--- src/rtl/i2ce_defines.vh ---
// Shared constants of the serial memory target engine
`ifndef I2CE_DEFINES_VH
`define I2CE_DEFINES_VH

// --------------------------------------------------------------------
// Select byte layout
// --------------------------------------------------------------------
// Type code value is arbitrary, not that of any real part
`define I2CE_DEV_TYPE      4'h5
`define I2CE_TYPE_HI       7
`define I2CE_TYPE_LO       4
`define I2CE_STRAP_HI      3
`define I2CE_STRAP_LO      1
`define I2CE_RW_BIT        0
`define I2CE_RW_READ       1'b1

// --------------------------------------------------------------------
// Bit slot counting
// --------------------------------------------------------------------
`define I2CE_BIT_LAST      4'h7
`define I2CE_BIT_ACK       4'h8
`define I2CE_BIT_FIRST     4'h0
// A Stop in the tenth slot follows exactly one clock rise after the ack
`define I2CE_BIT_STOP      4'h1

// --------------------------------------------------------------------
// Sizes and timing
// --------------------------------------------------------------------
`define I2CE_ADDR_W        16
`define I2CE_BYTE_W        8
`define I2CE_PAGE_BITS     7
`define I2CE_CLK_PERIOD_NS 100
// Plain default for the internal write cycle time, in ns
`define I2CE_TW_NS         5000000
`define I2CE_TIMER_W       24

`endif

--- src/rtl/i2ce_line_sync.v ---
// Two-stage synchroniser and Start/Stop/edge detector for the bus lines
`timescale 1ns/100ps
`default_nettype none

module i2ce_line_sync (
    input  wire clk,
    input  wire rst,
    input  wire scl_pin,
    input  wire sda_pin,
    output reg  scl_s,
    output reg  sda_s,
    output wire scl_rise,
    output wire scl_fall,
    output wire start_det,
    output wire stop_det
);

    reg scl_m;
    reg sda_m;
    reg scl_d;
    reg sda_d;

    // --------------------------------------------------------------------
    // Synchronisers; first stage feeds only the second
    // --------------------------------------------------------------------
    always @(posedge clk) begin
        if (rst) begin
            scl_m <= 1'b1;
            sda_m <= 1'b1;
            scl_s <= 1'b1;
            sda_s <= 1'b1;
            scl_d <= 1'b1;
            sda_d <= 1'b1;
        end else begin
            scl_m <= scl_pin;
            sda_m <= sda_pin;
            scl_s <= scl_m;
            sda_s <= sda_m;
            scl_d <= scl_s;
            sda_d <= sda_s;
        end
    end

    // --------------------------------------------------------------------
    // Edge and condition decode
    // --------------------------------------------------------------------
    assign scl_rise  = scl_s & ~scl_d;
    assign scl_fall  = ~scl_s & scl_d;
    // Clock held high across both samples, so a data edge is a condition
    assign start_det = scl_s & scl_d & sda_d & ~sda_s;
    assign stop_det  = scl_s & scl_d & ~sda_d & sda_s;

endmodule

`default_nettype wire

--- src/rtl/i2ce_page_buf.v ---
// Page latch: one byte and one valid flag per page offset
`timescale 1ns/100ps
`default_nettype none

module i2ce_page_buf #(
    parameter PAGE_BITS = 7
) (
    input  wire                 clk,
    input  wire                 rst,
    input  wire                 clr,
    input  wire                 wr,
    input  wire [PAGE_BITS-1:0] wr_idx,
    input  wire [7:0]           wr_data,
    input  wire [PAGE_BITS-1:0] rd_idx,
    output wire [7:0]           rd_data,
    output wire                 rd_valid
);

    localparam DEPTH = 1 << PAGE_BITS;

    reg [7:0]       mem [0:DEPTH-1];
    reg [DEPTH-1:0] vld;

    // A wrapped write simply overwrites the earlier byte at that offset
    always @(posedge clk) begin
        if (rst || clr) begin
            vld <= {DEPTH{1'b0}};
        end else if (wr) begin
            vld[wr_idx] <= 1'b1;
        end
    end

    always @(posedge clk) begin
        if (wr) begin
            mem[wr_idx] <= wr_data;
        end
    end

    assign rd_data  = mem[rd_idx];
    assign rd_valid = vld[rd_idx];

endmodule

`default_nettype wire

--- src/rtl/i2ce_slave.v ---
// Target-side protocol engine of a two-wire byte-addressed memory
`timescale 1ns/100ps
`default_nettype none
`include "i2ce_defines.vh"

// What this block does
// - Detect Start: data falls while clock high
// - Ignore bus until Start, except during write
// - Stop, data rising with clock high, ends transfer
// - Stop after read no-ack gives standby
// - Transmitter releases after eight bits; receiver acks
// - Sample data on each rising clock edge
// - Select byte: type, strap address, direction, MSB first
// - Respond only when strap field matches straps
// - Eighth select bit: one reads, zero writes
// - Ack on match; mismatch releases, goes standby
// - Write accepts and acks two address bytes
// - Protect during addressing: no change, no data ack
// - Address is sixteen bits, high byte first
// - Write cycle only on Stop in tenth slot
// - After write, counter points past last byte
// - During write cycle: release data, ignore all
// - Byte write: ack if writable, else no ack
// - Page write up to one row per cycle
// - Page write increments only low page bits
// - Counter increments after each read byte
// - Sequential read wraps to location zero
// - Read no-ack stops data, enters standby
module i2ce_slave #(
    parameter PAGE_BITS = `I2CE_PAGE_BITS,
    parameter TIMER_W   = `I2CE_TIMER_W,
    parameter TW_CYCLES = `I2CE_TW_NS / `I2CE_CLK_PERIOD_NS
) (
    input  wire                    clk,
    input  wire                    rst,
    input  wire                    scl,
    input  wire                    sda_in,
    output reg                     sda_out,
    output reg                     sda_oe,
    input  wire [2:0]              chip_select_straps,
    input  wire                    write_protect_input,
    output reg  [`I2CE_ADDR_W-1:0] mem_addr,
    output reg  [`I2CE_BYTE_W-1:0] mem_wdata,
    output reg                     mem_we,
    input  wire [`I2CE_BYTE_W-1:0] mem_rdata,
    output reg                     busy,
    output reg  [`I2CE_ADDR_W-1:0] addr_count
);

    // --------------------------------------------------------------------
    // States
    // --------------------------------------------------------------------
    localparam S_IDLE = 8'h01;
    localparam S_DSEL = 8'h02;
    localparam S_AHI  = 8'h04;
    localparam S_ALO  = 8'h08;
    localparam S_WDAT = 8'h10;
    localparam S_RDAT = 8'h20;
    localparam S_RACK = 8'h40;
    localparam S_WCYC = 8'h80;

    localparam [TIMER_W-1:0] TW_LAST = TW_CYCLES - 1;

    reg [7:0]              state;
    reg [3:0]              bit_cnt;
    reg                    ack_phase;
    reg                    ack_ok;
    reg                    rw;
    reg                    wp_hold;
    reg                    have_data;
    reg [7:0]              shreg;
    reg [7:0]              tx;
    reg [`I2CE_ADDR_W-1:0] addr;
    reg [PAGE_BITS:0]      cidx;
    reg [TIMER_W-1:0]      timer;
    reg                    wp_m;
    reg                    wp_s;
    reg [2:0]              cs_m;
    reg [2:0]              cs_s;

    wire       scl_s;
    wire       sda_s;
    wire       scl_rise;
    wire       scl_fall;
    wire       start_det;
    wire       stop_det;
    wire [7:0] buf_data;
    wire       buf_valid;

    // --------------------------------------------------------------------
    // Helpers
    // --------------------------------------------------------------------
    function sel_match;
        input [7:0] b;
        input [2:0] straps;
        begin
            sel_match = (b[`I2CE_TYPE_HI:`I2CE_TYPE_LO] == `I2CE_DEV_TYPE)
                && (b[`I2CE_STRAP_HI:`I2CE_STRAP_LO] == straps);
        end
    endfunction

    function [`I2CE_ADDR_W-1:0] page_inc;
        input [`I2CE_ADDR_W-1:0] a;
        reg   [PAGE_BITS-1:0]    lo;
        begin
            lo       = a[PAGE_BITS-1:0] + 1'b1;
            page_inc = {a[`I2CE_ADDR_W-1:PAGE_BITS], lo};
        end
    endfunction

    wire       receiving = |(state & (S_DSEL | S_AHI | S_ALO | S_WDAT));
    wire [7:0] rx_byte   = {shreg[6:0], sda_s};
    wire       rx_done   = scl_rise && receiving && !ack_phase
                           && (bit_cnt == `I2CE_BIT_LAST);
    wire       buf_wr    = rx_done && (state == S_WDAT) && !wp_hold;
    wire       buf_clr   = rx_done && (state == S_ALO);
    // Stop needs the clock high, so its rise is already counted here
    wire       slot10    = (state == S_WDAT) && !ack_phase
                           && (bit_cnt == `I2CE_BIT_STOP);

    // --------------------------------------------------------------------
    // Line and pin synchronisers
    // --------------------------------------------------------------------
    i2ce_line_sync u_sync (
        .clk       (clk),
        .rst       (rst),
        .scl_pin   (scl),
        .sda_pin   (sda_in),
        .scl_s     (scl_s),
        .sda_s     (sda_s),
        .scl_rise  (scl_rise),
        .scl_fall  (scl_fall),
        .start_det (start_det),
        .stop_det  (stop_det)
    );

    always @(posedge clk) begin
        if (rst) begin
            wp_m <= 1'b0;
            wp_s <= 1'b0;
            cs_m <= 3'h0;
            cs_s <= 3'h0;
        end else begin
            wp_m <= write_protect_input;
            wp_s <= wp_m;
            cs_m <= chip_select_straps;
            cs_s <= cs_m;
        end
    end

    // --------------------------------------------------------------------
    // Page latch, drained during the write cycle
    // --------------------------------------------------------------------
    i2ce_page_buf #(
        .PAGE_BITS (PAGE_BITS)
    ) u_page (
        .clk      (clk),
        .rst      (rst),
        .clr      (buf_clr),
        .wr       (buf_wr),
        .wr_idx   (addr[PAGE_BITS-1:0]),
        .wr_data  (rx_byte),
        .rd_idx   (cidx[PAGE_BITS-1:0]),
        .rd_data  (buf_data),
        .rd_valid (buf_valid)
    );

    // --------------------------------------------------------------------
    // Protocol engine
    // --------------------------------------------------------------------
    always @(posedge clk) begin
        if (rst) begin
            state     <= S_IDLE;
            bit_cnt   <= `I2CE_BIT_FIRST;
            ack_phase <= 1'b0;
            ack_ok    <= 1'b0;
            rw        <= 1'b0;
            wp_hold   <= 1'b0;
            have_data <= 1'b0;
            shreg     <= 8'h00;
            tx        <= 8'hff;
            addr      <= 16'h0000;
            cidx      <= {(PAGE_BITS+1){1'b0}};
            timer     <= {TIMER_W{1'b0}};
            sda_oe    <= 1'b0;
        end else if (state == S_WCYC) begin
            // Bus is ignored entirely while the array is written
            sda_oe <= 1'b0;
            timer  <= timer + 1'b1;
            if (!cidx[PAGE_BITS]) begin
                cidx <= cidx + 1'b1;
            end
            if (timer == TW_LAST) begin
                // Counter already sits past the last byte taken in
                state <= S_IDLE;
            end
        end else if (start_det) begin
            // Repeated Start keeps the counter for a random read
            state     <= S_DSEL;
            bit_cnt   <= `I2CE_BIT_FIRST;
            ack_phase <= 1'b0;
            sda_oe    <= 1'b0;
            wp_hold   <= wp_s;
            have_data <= 1'b0;
        end else if (stop_det) begin
            sda_oe    <= 1'b0;
            ack_phase <= 1'b0;
            bit_cnt   <= `I2CE_BIT_FIRST;
            if (slot10 && have_data && !wp_hold) begin
                state <= S_WCYC;
                cidx  <= {(PAGE_BITS+1){1'b0}};
                timer <= {TIMER_W{1'b0}};
            end else begin
                state <= S_IDLE;
            end
        end else if (receiving) begin
            if (state != S_WDAT) begin
                wp_hold <= wp_hold | wp_s;
            end
            if (scl_rise && !ack_phase) begin
                shreg   <= rx_byte;
                bit_cnt <= bit_cnt + 1'b1;
            end
            if (rx_done) begin
                case (state)
                    S_DSEL: begin
                        ack_ok <= 1'b1;
                        rw     <= rx_byte[`I2CE_RW_BIT];
                        if (!sel_match(rx_byte, cs_s)) begin
                            state <= S_IDLE;
                        end
                    end
                    S_AHI: begin
                        addr[15:8] <= rx_byte;
                        ack_ok     <= 1'b1;
                    end
                    S_ALO: begin
                        addr[7:0] <= rx_byte;
                        ack_ok    <= 1'b1;
                    end
                    S_WDAT: begin
                        ack_ok <= !wp_hold;
                        if (!wp_hold) begin
                            addr      <= page_inc(addr);
                            have_data <= 1'b1;
                        end
                    end
                    default: begin
                        ack_ok <= 1'b0;
                    end
                endcase
            end
            if (scl_fall && !ack_phase && (bit_cnt == `I2CE_BIT_ACK)) begin
                ack_phase <= 1'b1;
                sda_oe    <= ack_ok;
            end
            if (scl_fall && ack_phase) begin
                ack_phase <= 1'b0;
                bit_cnt   <= `I2CE_BIT_FIRST;
                sda_oe    <= 1'b0;
                case (state)
                    S_DSEL: begin
                        if (rw == `I2CE_RW_READ) begin
                            state  <= S_RDAT;
                            tx     <= mem_rdata;
                            sda_oe <= !mem_rdata[7];
                        end else begin
                            state <= S_AHI;
                        end
                    end
                    S_AHI: begin
                        state <= S_ALO;
                    end
                    S_ALO: begin
                        state <= S_WDAT;
                    end
                    default: begin
                        state <= S_WDAT;
                    end
                endcase
            end
        end else if (state == S_RDAT) begin
            if (scl_rise) begin
                bit_cnt <= bit_cnt + 1'b1;
            end
            if (scl_fall) begin
                if (bit_cnt == `I2CE_BIT_ACK) begin
                    sda_oe <= 1'b0;
                    state  <= S_RACK;
                end else begin
                    tx     <= {tx[6:0], 1'b1};
                    sda_oe <= !tx[6];
                end
            end
        end else if (state == S_RACK) begin
            if (scl_rise) begin
                addr <= addr + 1'b1;
                if (sda_s) begin
                    state <= S_IDLE;
                end else begin
                    ack_phase <= 1'b1;
                end
            end
            if (scl_fall && ack_phase) begin
                ack_phase <= 1'b0;
                bit_cnt   <= `I2CE_BIT_FIRST;
                state     <= S_RDAT;
                tx        <= mem_rdata;
                sda_oe    <= !mem_rdata[7];
            end
        end else begin
            sda_oe <= 1'b0;
        end
    end

    // --------------------------------------------------------------------
    // Memory port and status outputs
    // --------------------------------------------------------------------
    // Read address lags the counter one cycle; the bus leaves ample time
    always @(posedge clk) begin
        if (rst) begin
            mem_addr   <= 16'h0000;
            mem_wdata  <= 8'h00;
            mem_we     <= 1'b0;
            busy       <= 1'b0;
            addr_count <= 16'h0000;
            sda_out    <= 1'b0;
        end else begin
            sda_out    <= 1'b0;
            addr_count <= addr;
            busy       <= (state == S_WCYC);
            mem_we     <= 1'b0;
            mem_addr   <= addr;
            mem_wdata  <= buf_data;
            if ((state == S_WCYC) && !cidx[PAGE_BITS]) begin
                mem_addr <= {addr[`I2CE_ADDR_W-1:PAGE_BITS],
                             cidx[PAGE_BITS-1:0]};
                mem_we   <= buf_valid;
            end
        end
    end

endmodule

`default_nettype wire
--- config.mk ---
export PLATFORM = sky130hd
export DESIGN_NAME = i2ce_slave
export DESIGN_NICKNAME = d
export VERILOG_FILES = /design/src/rtl/i2ce_line_sync.v /design/src/rtl/i2ce_page_buf.v /design/src/rtl/i2ce_slave.v
export VERILOG_INCLUDE_DIRS = /design/src /design/src/rtl
export SDC_FILE = /design/constraint.sdc
export NUM_CORES = 1
export LEC_CHECK = 0
export BUFFER_PORTS_ARGS = -buffer_cell sky130_fd_sc_hd__buf_2
export CAP_MARGIN = 10
export CORE_UTILIZATION = 50
export DETAILED_ROUTE_END_ITERATION = 8
export GPL_TIMING_DRIVEN = 0
export PLACE_DENSITY = 0.66
export SLEW_MARGIN = 20
export SYNTH_ARGS = -nofsm -noshare
export SYNTH_HDL_FRONTEND = slang
export SYNTH_SLANG_ARGS = --single-unit
--- constraint.sdc ---
create_clock -name clk -period 4.8 [get_ports clk]
set_clock_uncertainty 0.15 [all_clocks]
set_input_delay 0 -clock clk [delete_from_list [all_inputs] [get_ports clk]]
set_output_delay 0 -clock clk [all_outputs]
set_load 0.01 [all_outputs]
## Word level (Yosys, flattened, before mapping)

Memories as Yosys holds them, arrays and structs flattened. A register that Yosys moved wholly into a read port is not among the register bits.
Index checks and enable logic that the tools add are counted.

- Bits in registers: 256
- Bits in writable memories: 1024
- Input port bits: 16
- Logic and storage cells: 251
- Memories kept: 1

- Add/subtract/negate cells: 5
- $lt $le $gt $ge: 3
- Eq/ne operators: 43
- Mux-type cells: 92
- Bitwise operators: 17
- Reduce and logical (&&, ||, !) cells: 59

Memories:

| name | words | width | read ports | clocked after memory_dff | wr ports | line | source |
|---|---|---|---|---|---|---|---|
| u_page.mem | 128 | 8 | 1 | 1 | 1 | i2ce_page_buf.v:21 | `reg [7:0] mem [0:DEPTH-1];` |

Operators by type and width:

| kind | count |
|---|---|
| $mux 8 | 22 |
| $or 128x128->128 | 1 |
| $mux 24 | 4 |
| $mux 16 | 5 |
| $mux 7 | 11 |
| $pmux 8 s2 | 3 |
| $mux 4 | 9 |
| $reduce_and 9->1 | 4 |
| $mux 1 | 34 |
| $add 24x1->24 const B | 1 |
| $eq 24x16->1 const B | 1 |
| $reduce_and 6->1 | 3 |
| $reduce_bool 2->1 | 9 |
| $logic_and 1x1->1 | 17 |
| $add 16x1->16 const B | 1 |
| $lt 7x8->1 const B | 2 |
| $reduce_and 5->1 | 3 |
| $reduce_bool 5->1 | 3 |
| $ne 2x1->1 const B | 7 |
| $reduce_bool 7->1 | 2 |
| $ne 2x2->1 const B | 6 |
| $ne 6x3->1 const B | 2 |
| $ne 6x5->1 const B | 2 |
| $ne 5x3->1 const B | 2 |
| 40 further kinds | 65 |

## Logic depth before layout (Yosys ltp)

Gate-level depths: netlist (run 1).

- Depth after elaboration: 11
- Gate-level depth with buffers: 11

## Cells and area by module

Synthesis (run 1) repeated with hierarchy kept, for this count alone.

- Cell total of the unflattened synthesis: 2637
- Area total of the unflattened synthesis: 49815.3 sq um

Modules (own cells, without submodules):

| module | instances | cells an instance | area an instance (sq um) | seq. area each (sq um) |
|---|---|---|---|---|
| i2ce_page_buf | 1 | 1944 | 44034.7 | 33311.9 |
| i2ce_slave | 1 | 677 | 5590.4 | 2422.3 |
| i2ce_line_sync | 1 | 16 | 190.2 | 120.1 |

## Worst setup path after synthesis (run 1)

OpenSTA, ideal clock, no wires.

- Path kind: register to register
- Start: register u_sync.sda_s
- End: register cidx[2]
- Library setup time: 132 ps
- Arrival: 3411 ps
- Data required time: 4518 ps
- Setup slack: 1106 ps
- Stages on the path, launching flop included: 9
- Buffers on the path: 3
- Period minus slack after synthesis: 3694 ps
- Path through: dfxtp_1 clkbuf_1 nand4b_1 or4_1 clkbuf_1 and2_0 clkbuf_1 o21ai_0 a21oi_1

- Word-level cells in the longest chain between the ends: 4
- Elaborated cells between the ends (all ways): 6
- Classes of those cells: eq/ne (1); bitwise (3); reduce/logical (2)

RTL lines:

| element | line | source |
|---|---|---|
| start: declaration | i2ce_line_sync.v:11 | `output reg sda_s,` |
| start signal: assignment | i2ce_line_sync.v:38 | `sda_s <= sda_m;` |
| $not 1->1 | i2ce_line_sync.v:50 | `assign start_det = scl_s & scl_d & sda_d & ~sda_s;` |
| $and 1x1->1 | i2ce_line_sync.v:50 |  |
| $ne 2x1->1 (no source line) | -- |  |
| $reduce_and 4->1 (no source line) * | -- |  |
| end signal: assignment | i2ce_slave.v:183 | `cidx <= {(PAGE_BITS+1){1'b0}};` |
| end signal: assignment | i2ce_slave.v:191 | `cidx <= cidx + 1'b1;` |
| end signal: assignment | i2ce_slave.v:211 | `cidx <= {(PAGE_BITS+1){1'b0}};` |
| end: declaration | i2ce_slave.v:74 | `reg [PAGE_BITS:0] cidx;` |

Mark *: on every way between the ends. The rest lies on a longest branch, timed or not.
A chain may end at the register's enable or synchronous reset.

==> impl_metrics.tcl, run 1 <==
set metrics [dict create \
    start_kind "register" \
    grtUsageMet3_pct 6.10 \
    p_sw_mw 4.45 \
    path_cells "clkbuf_1 > buf_2 > buf_2 > buf_2 > buf_2 > mux2i_1 > a22oi_1 > nand3_1 > a21oi_1 > nor4_2 > a31oi_1" \
    grt_pass1_vias 29200 \
    synthAdderAreaFrac_pct 0.150 \
    synth-compound-area-share_pct 7.00 \
    drive_above_1_share_pct 17.5 \
    multi_input_area_um2 13400 \
    timing.max_cap.violations 0 \
    die-area_um2 102000 \
    mostFrequentLayoutCell "edfxtp_1" \
    synth_edf_count 1024 \
    cpMaxStageDelayCell "nor4_2" \
    path_common_cell "buf_2" \
    critPathCaptureType "register" \
    grt_use_met2_pct 42.0 \
    p_clk_share_pct 45.8 \
    antenna_found_initial 4 \
    htreeDepth 4 \
    die_x_um 319 \
    grt_pass1_wl_mm 196 \
    rsz0062_at_grt "yes" \
    clkTransAtPathRegs_ns 0.06 \
    fin_crit_ns 4.68 \
    p_leak_nw 18.0 \
    gp_congestion 0.962 \
    avgSynthCellArea_um2 16.4 \
    max-vdd-ir-drop_mv 0.354 \
    syn_nets 3069 \
    wl_per_cell_um 28.8 \
    grt_max_degree 77 \
    hpwl_mm 91.1 \
    drt_iter0_drc 3356 \
    vias 29400 \
    cts_made_buffers 132 \
    p_int_mw 17.7 \
    max_stage_delay_ns 0.52 \
    placed_area_um2 52400 \
    synth.area.mux_share_pct 13.7 \
    post-route-period-util_pct 97.5 \
    power.density_cell_area_nw_per_um2 388 \
    ys_async_sr_fraction_pct 0 \
    final_nets 3302 \
    drt_drc_violations_left 0 \
    yosys.area_share.simple_pct 5.69 \
    fin_area_um2 57000 \
    dr.pass1.iters 9 \
    slew_viol_final 0 \
    syn_area_um2 50100 \
    synth-xor-area-share_pct 0.192 \
    ys_types 67 \
    fmax_mhz 214 \
    synth-seq-area-share_pct 71.5 \
    worst_pin_slew_ns 1.22 \
    crit_fanout 10 \
    finalSetupViolations 0 \
    clockBufferDepth 3 \
    synth_top_area_cell "edfxtp_1" \
    grt_util_all_layers_pct 26.6 \
    ys.flop_type "edfxtp_1" \
    cp.required_ns 5.16 \
    sequentialPowerShare_pct 53.5 \
    comb_power_share_pct 0.7 \
    netlist.area_leader.share_pct 61.4 \
    max_slew_margin_pct 18.8 \
    fin_worst_hold_slack_ns 0.0387 \
    cpLargestDelayFamily "buffers and inverters" \
    seqCellArea_um2 35900 \
    synth_top_family_by_area "multiplexers" \
    status "finished, final reports clean" \
    r2r_slack_ns 0.12 \
    cts_tree "yes" \
    coreArea_um2 98900 \
    ys_ff_latch 1279 \
    fill_cells 7416 \
    finalWirelength_mm 135 \
    crit_type "reg -> reg" \
    finalHoldViolCount 0 \
    initial_core_util_pct 50.7 \
    cts_root_buf "clkbuf_16" \
    grt.busiest_layer "met2" \
    worstSkewPairLatency_ns 0.76 \
    port_buffers 57 \
    switching_share_pct 20.1 \
    clock-sinks 1279 \
    use_met1_pct 35.6 \
    syn-instance-count 3047 \
    power_mw 22.1 \
    area_delta_synth_final_pct 13.8 \
    io_pins 60 \
    grt_overflow 0 \
    path_buf_inv 5 \
    mostFrequentLayoutCells "edfxtp_1, nor2_1, dfxtp_1" \
    hold_path_class "in -> reg" \
    viasPerCell 6.29 \
    yosysWarnings 0 \
    crit_arrival_ns 5.04 \
    rows 115 \
    drtAntennaViolNets 0 \
    die_y_um 319 \
    post_cts_buffers 0 \
    ys_top_cells_by_area "edfxtp_1, dfxtp_1, mux4_2" \
]
## power by group through the flow
stage	Clock, mW	Sequential (mW)	Combinational [mW]
after detailed placement	0	12.1	0.133
after global routing	10.7	11.8	0.162
after CTS	10.2	11.8	0.149
after floorplan	0	12.1	0.0679
final	10.1	11.8	0.152
after global placement	0	12.1	0.115
## cell usage after synthesis, types with 14 or more instances
master / number
edfxtp_1: 1024
nor2_1: 256
dfxtp_1: 255
mux4_2: 214
mux2i_1: 183
a22oi_1: 163
nand2_1: 140
clkbuf_1: 130
a21oi_1: 101
o21a_1: 100
nand3_1: 49
o21ai_0: 47
nor2b_1: 33
buf_1: 30
buf_2: 30
and3_1: 19
mux2_2: 18
a211oi_1: 14
nor3_1: 14
nor4_1: 14
## path summary, 6_finish.rpt
check	from	endpoint	cells after the start
worst min-delay path	mem_rdata[5]	tx[5]$_SDFFE_PP1P_	4
worst min register to register	u_sync.sda_m$_SDFF_PP1_	u_sync.sda_s$_SDFF_PP1_	1
worst max-delay path	cidx[0]$_SDFFE_PP0P_	mem_wdata[3]$_SDFF_PP0_	11
worst max register to register	cidx[0]$_SDFFE_PP0P_	mem_wdata[3]$_SDFF_PP0_	11
## state kept, by name, indices dropped and copies added, names as in the netlist, 3 cells and up
| signal | cells |
|---|---|
| state | 8 |
| bit_cnt | 4 |
| timer | 24 |
| tx | 7 |
| mem_wdata | 8 |
| addr | 16 |
| u_page.mem | 1024 |
| cidx | 8 |
| cs_s | 3 |
| shreg | 7 |
| u_page.vld | 128 |
| mem_addr | 16 |
| addr_count | 7 |
| cs_m | 3 |
## cell families after synthesis
family,Yosys count
compound gates,512
buf+inv,212
fa+ha+maj,6
xor+xnor,11
other cells,1
flops,1279
simple gates,611
mux,415
## stage by stage
stage | cells | setup slack [ns] | util, % | setup TNS [ns]
after floorplan | 3047 | 1.11 | - | 0
after global placement | 4391 | -1.70 | 52.6 | -129.76
after detailed placement | 4408 | -0.397 | 53.0 | -0.449
after CTS | 4677 | 0.0420 | 57.6 | 0
after global routing | 4677 | -0.0875 | 57.7 | -2.60
final | 4678 | 0.121 | 57.7 | 0
## what timing repair did
item | 4_1_cts | 5_1_grt
gates resized for setup | 4 | 12
endpoints found under the setup margin | 2 | 82
endpoints found under the hold margin | 25 | 0
hold buffers | 25 | 0
## routing by layer
metal	vias to the layer above	wire length, um
met5	-	0
met4	0	5360
met3	272	12500
met2	1519	63600
met1	15100	53200
li1	12500	-
## layout make-up
class                      count  area share [%]
multi-input combinational   1556            23.6
inverter                      11          0.0724
buffer                       201            1.53
timing repair buffer          99            1.52
tap                         1287            2.82
clock inverter                63            1.25
antenna                        1         0.00439
sequential                  1279            62.9
clock buffer                 181            6.32
## worst reg2reg max path, cell delays in order, from the launching register on
cell      delay (ns)
dfxtp_1         0.35
clkbuf_1        0.39
buf_2           0.43
buf_2           0.49
buf_2           0.50
buf_2           0.43
mux2i_1         0.38
a22oi_1         0.11
nand3_1         0.16
a21oi_1         0.09
nor4_2          0.52
a31oi_1         0.45
No activity file was read; power rests on OpenSTA's default activity.
==> run 2, diff against run 1 <==
--- a/config.mk
+++ b/config.mk
@@ -9,8 +9,10 @@
 export BUFFER_PORTS_ARGS = -buffer_cell sky130_fd_sc_hd__buf_2
 export CAP_MARGIN = 10
 export CORE_UTILIZATION = 50
+export CTS_BUF_LIST = sky130_fd_sc_hd__clkbuf_16
 export DETAILED_ROUTE_END_ITERATION = 8
 export GPL_TIMING_DRIVEN = 0
+export HOLD_SLACK_MARGIN = 0.1
 export PLACE_DENSITY = 0.66
 export SLEW_MARGIN = 20
 export SYNTH_ARGS = -nofsm -noshare
==> impl_metrics.tcl, run 2 (synthesis results as in run 1) <==
set metrics [dict create \
    rr_worst_depth 8 \
    die-area_um2 102000 \
    crit_arrival_ns 5.07 \
    top_regs "u_page.mem (1024), u_page.vld (128), timer (24)" \
    die_x_um 319 \
    grt_max_degree 77 \
    fin_worst_hold_slack_ns 0.203 \
    final_nets 3308 \
    clockBufferDepth 3 \
    wl_per_cell_um 28.7 \
    reg2reg_from "cidx[2]$_SDFFE_PP0P_" \
    fin_crit_ns 4.69 \
    drt_drc_violations_left 0 \
    place_ws_ns -0.397 \
    hp-start "mem_rdata[7]" \
    clkTransAtPathRegs_ns 0.06 \
    initial_core_util_pct 50.7 \
    whs_path_depth 5 \
    drive_above_1_share_pct 17.3 \
    cts_made_buffers 132 \
    crit_fanout 10 \
    mostFrequentLayoutCell "edfxtp_1" \
    drt_iter0_drc 3306 \
    finalHoldViolCount 0 \
    max_slew_margin_pct 18.0 \
    finalWirelength_mm 135 \
    cts_tree "yes" \
    rows 115 \
    die_y_um 319 \
    placed_area_um2 52400 \
    grt_overflow 0 \
    slew_viol_final 0 \
    timing.max_cap.violations 0 \
    cp.required_ns 5.18 \
    clock-sinks 1279 \
    r2r_slack_ns 0.11 \
    viasPerCell 6.30 \
    crit_type "reg -> reg" \
    drtAntennaViolNets 0 \
    regMostFlops "u_page.mem" \
    status "finished, final reports clean" \
    cts_root_buf "clkbuf_16" \
    hpwl_mm 91.1 \
    fill_cells 7438 \
    max-vdd-ir-drop_mv 0.354 \
    finalSetupViolations 0 \
    hold_end "sda_oe$_SDFFE_PP0P_" \
    largest_reg_flops 1024 \
    p_leak_nw 18.1 \
    vias 29500 \
    coreArea_um2 98900 \
    grt_pass1_vias 29200 \
    worstSkewPairLatency_ns 0.76 \
    timing.rr.end "mem_wdata[3]$_SDFF_PP0_" \
    power.density_cell_area_nw_per_um2 384 \
    dr.pass1.iters 6 \
    grt_util_all_layers_pct 26.6 \
    gp_congestion 0.962 \
    port_buffers 57 \
    start_kind "register" \
    antenna_found_initial 7 \
    rsz0062_at_grt "yes" \
    io_pins 60 \
    htreeDepth 4 \
    post-route-period-util_pct 97.7 \
    area_delta_synth_final_pct 13.7 \
    mostFrequentLayoutCells "edfxtp_1, nor2_1, dfxtp_1" \
    fmax_mhz 213 \
    setup_ws_ns 0.110 \
    fin_area_um2 57000 \
    worst_pin_slew_ns 1.23 \
    hold_path_class "in -> reg" \
    critPathCaptureType "register" \
    grt_pass1_wl_mm 196 \
    setup-tns-final_ns 0 \
]
==> run 2: cell types whose count changed in the layout (fill, tap and decap cells not counted), moves of 2 or more <==
cell           delta
clkbuf_8          -9
inv_1            +39
clkinv_1          +5
buf_2             +2
clkbuf_1         -37
dlygate4sd3_1     +6
clkbuf_4          -3
inv_2             +4
==> run 2: metrics by stage <==
stage	instances	power, mW	util, %
6_report	4684	21.9	57.7
5_1_grt	4683	22.4	57.7
4_1_cts	4683	22.0	57.6
3_5_place_dp	4408	12.2	53.0
3_3_place_gp	4391	12.2	52.6
2_1_floorplan	3047	12.1	-
==> run 2: report_power, final <==
group,leakage [nW],internal (mW),switching (mW)
logic,4.43,0.0514,0.104
clock network,2.21,5.58,4.33
registers,11.5,11.8,0.0130
total,18.1,17.5,4.45
==> run 2: how the worst max path moves through the flow <==
| stage | startpoint | to | cells after the start |
|---|---|---|---|
| after floorplan | u_sync.sda_s$_SDFF_PP1_ | cidx[2]$_SDFFE_PP0P_ | 8 |
| after global placement | shreg[5]$_SDFFE_PP0P_ | state[0]$_SDFFE_PP1P_ | 7 |
| after detailed placement | cidx[0]$_SDFFE_PP0P_ | mem_wdata[3]$_SDFF_PP0_ | 11 |
| after CTS | cidx[2]$_SDFFE_PP0P_ | mem_wdata[3]$_SDFF_PP0_ | 8 |
| after global routing | state[4]$_SDFFE_PP0P_ | u_page.mem[92][5]$_DFFE_PP_ | 9 |
| final | cidx[2]$_SDFFE_PP0P_ | mem_wdata[3]$_SDFF_PP0_ | 8 |
==> run 2: final cells by class <==
cell class / count / area (um^2) / area share [%]
Clock inverter: 111 / 891 / 1.56
Tap cell: 1287 / 1610 / 2.83
Clock buffer: 133 / 3330 / 5.84
Antenna cell: 1 / 2.50 / 0.00439
Inverter: 11 / 41.3 / 0.0724
Multi-Input combinational cell: 1556 / 13500 / 23.6
Timing Repair Buffer: 105 / 928 / 1.63
Buffer: 201 / 860 / 1.51
Sequential cell: 1279 / 35900 / 63.0
==> run 2: repair_timing <==
action / 4_1_cts / 5_1_grt
gates resized for setup: 4 / 7
gates cloned: 0 / 0
hold buffers: 31 / 0
pin swaps: 0 / 0
hold endpoints to repair: 35 / 0
setup buffers: 0 / 0
setup endpoints to repair: 2 / 70
==> run 2: critical path, cell delays in order, from the launching register on <==
cell      delay, ns
dfxtp_1        0.54
clkbuf_1       0.52
clkbuf_1       0.84
buf_1          0.81
mux4_2         0.43
mux2i_1        0.24
nor2_1         0.13
nor4_4         0.45
a31oi_1        0.35
==> run 2: per-layer routing <==
layer	track usage (%)	vias up	wire, um
met1	35.5	15200	53000
met3	6.12	286	12500
met4	11.5	4	5370
met2	42.1	1529	63700
met5	0	-	28
li1	-	12500	-
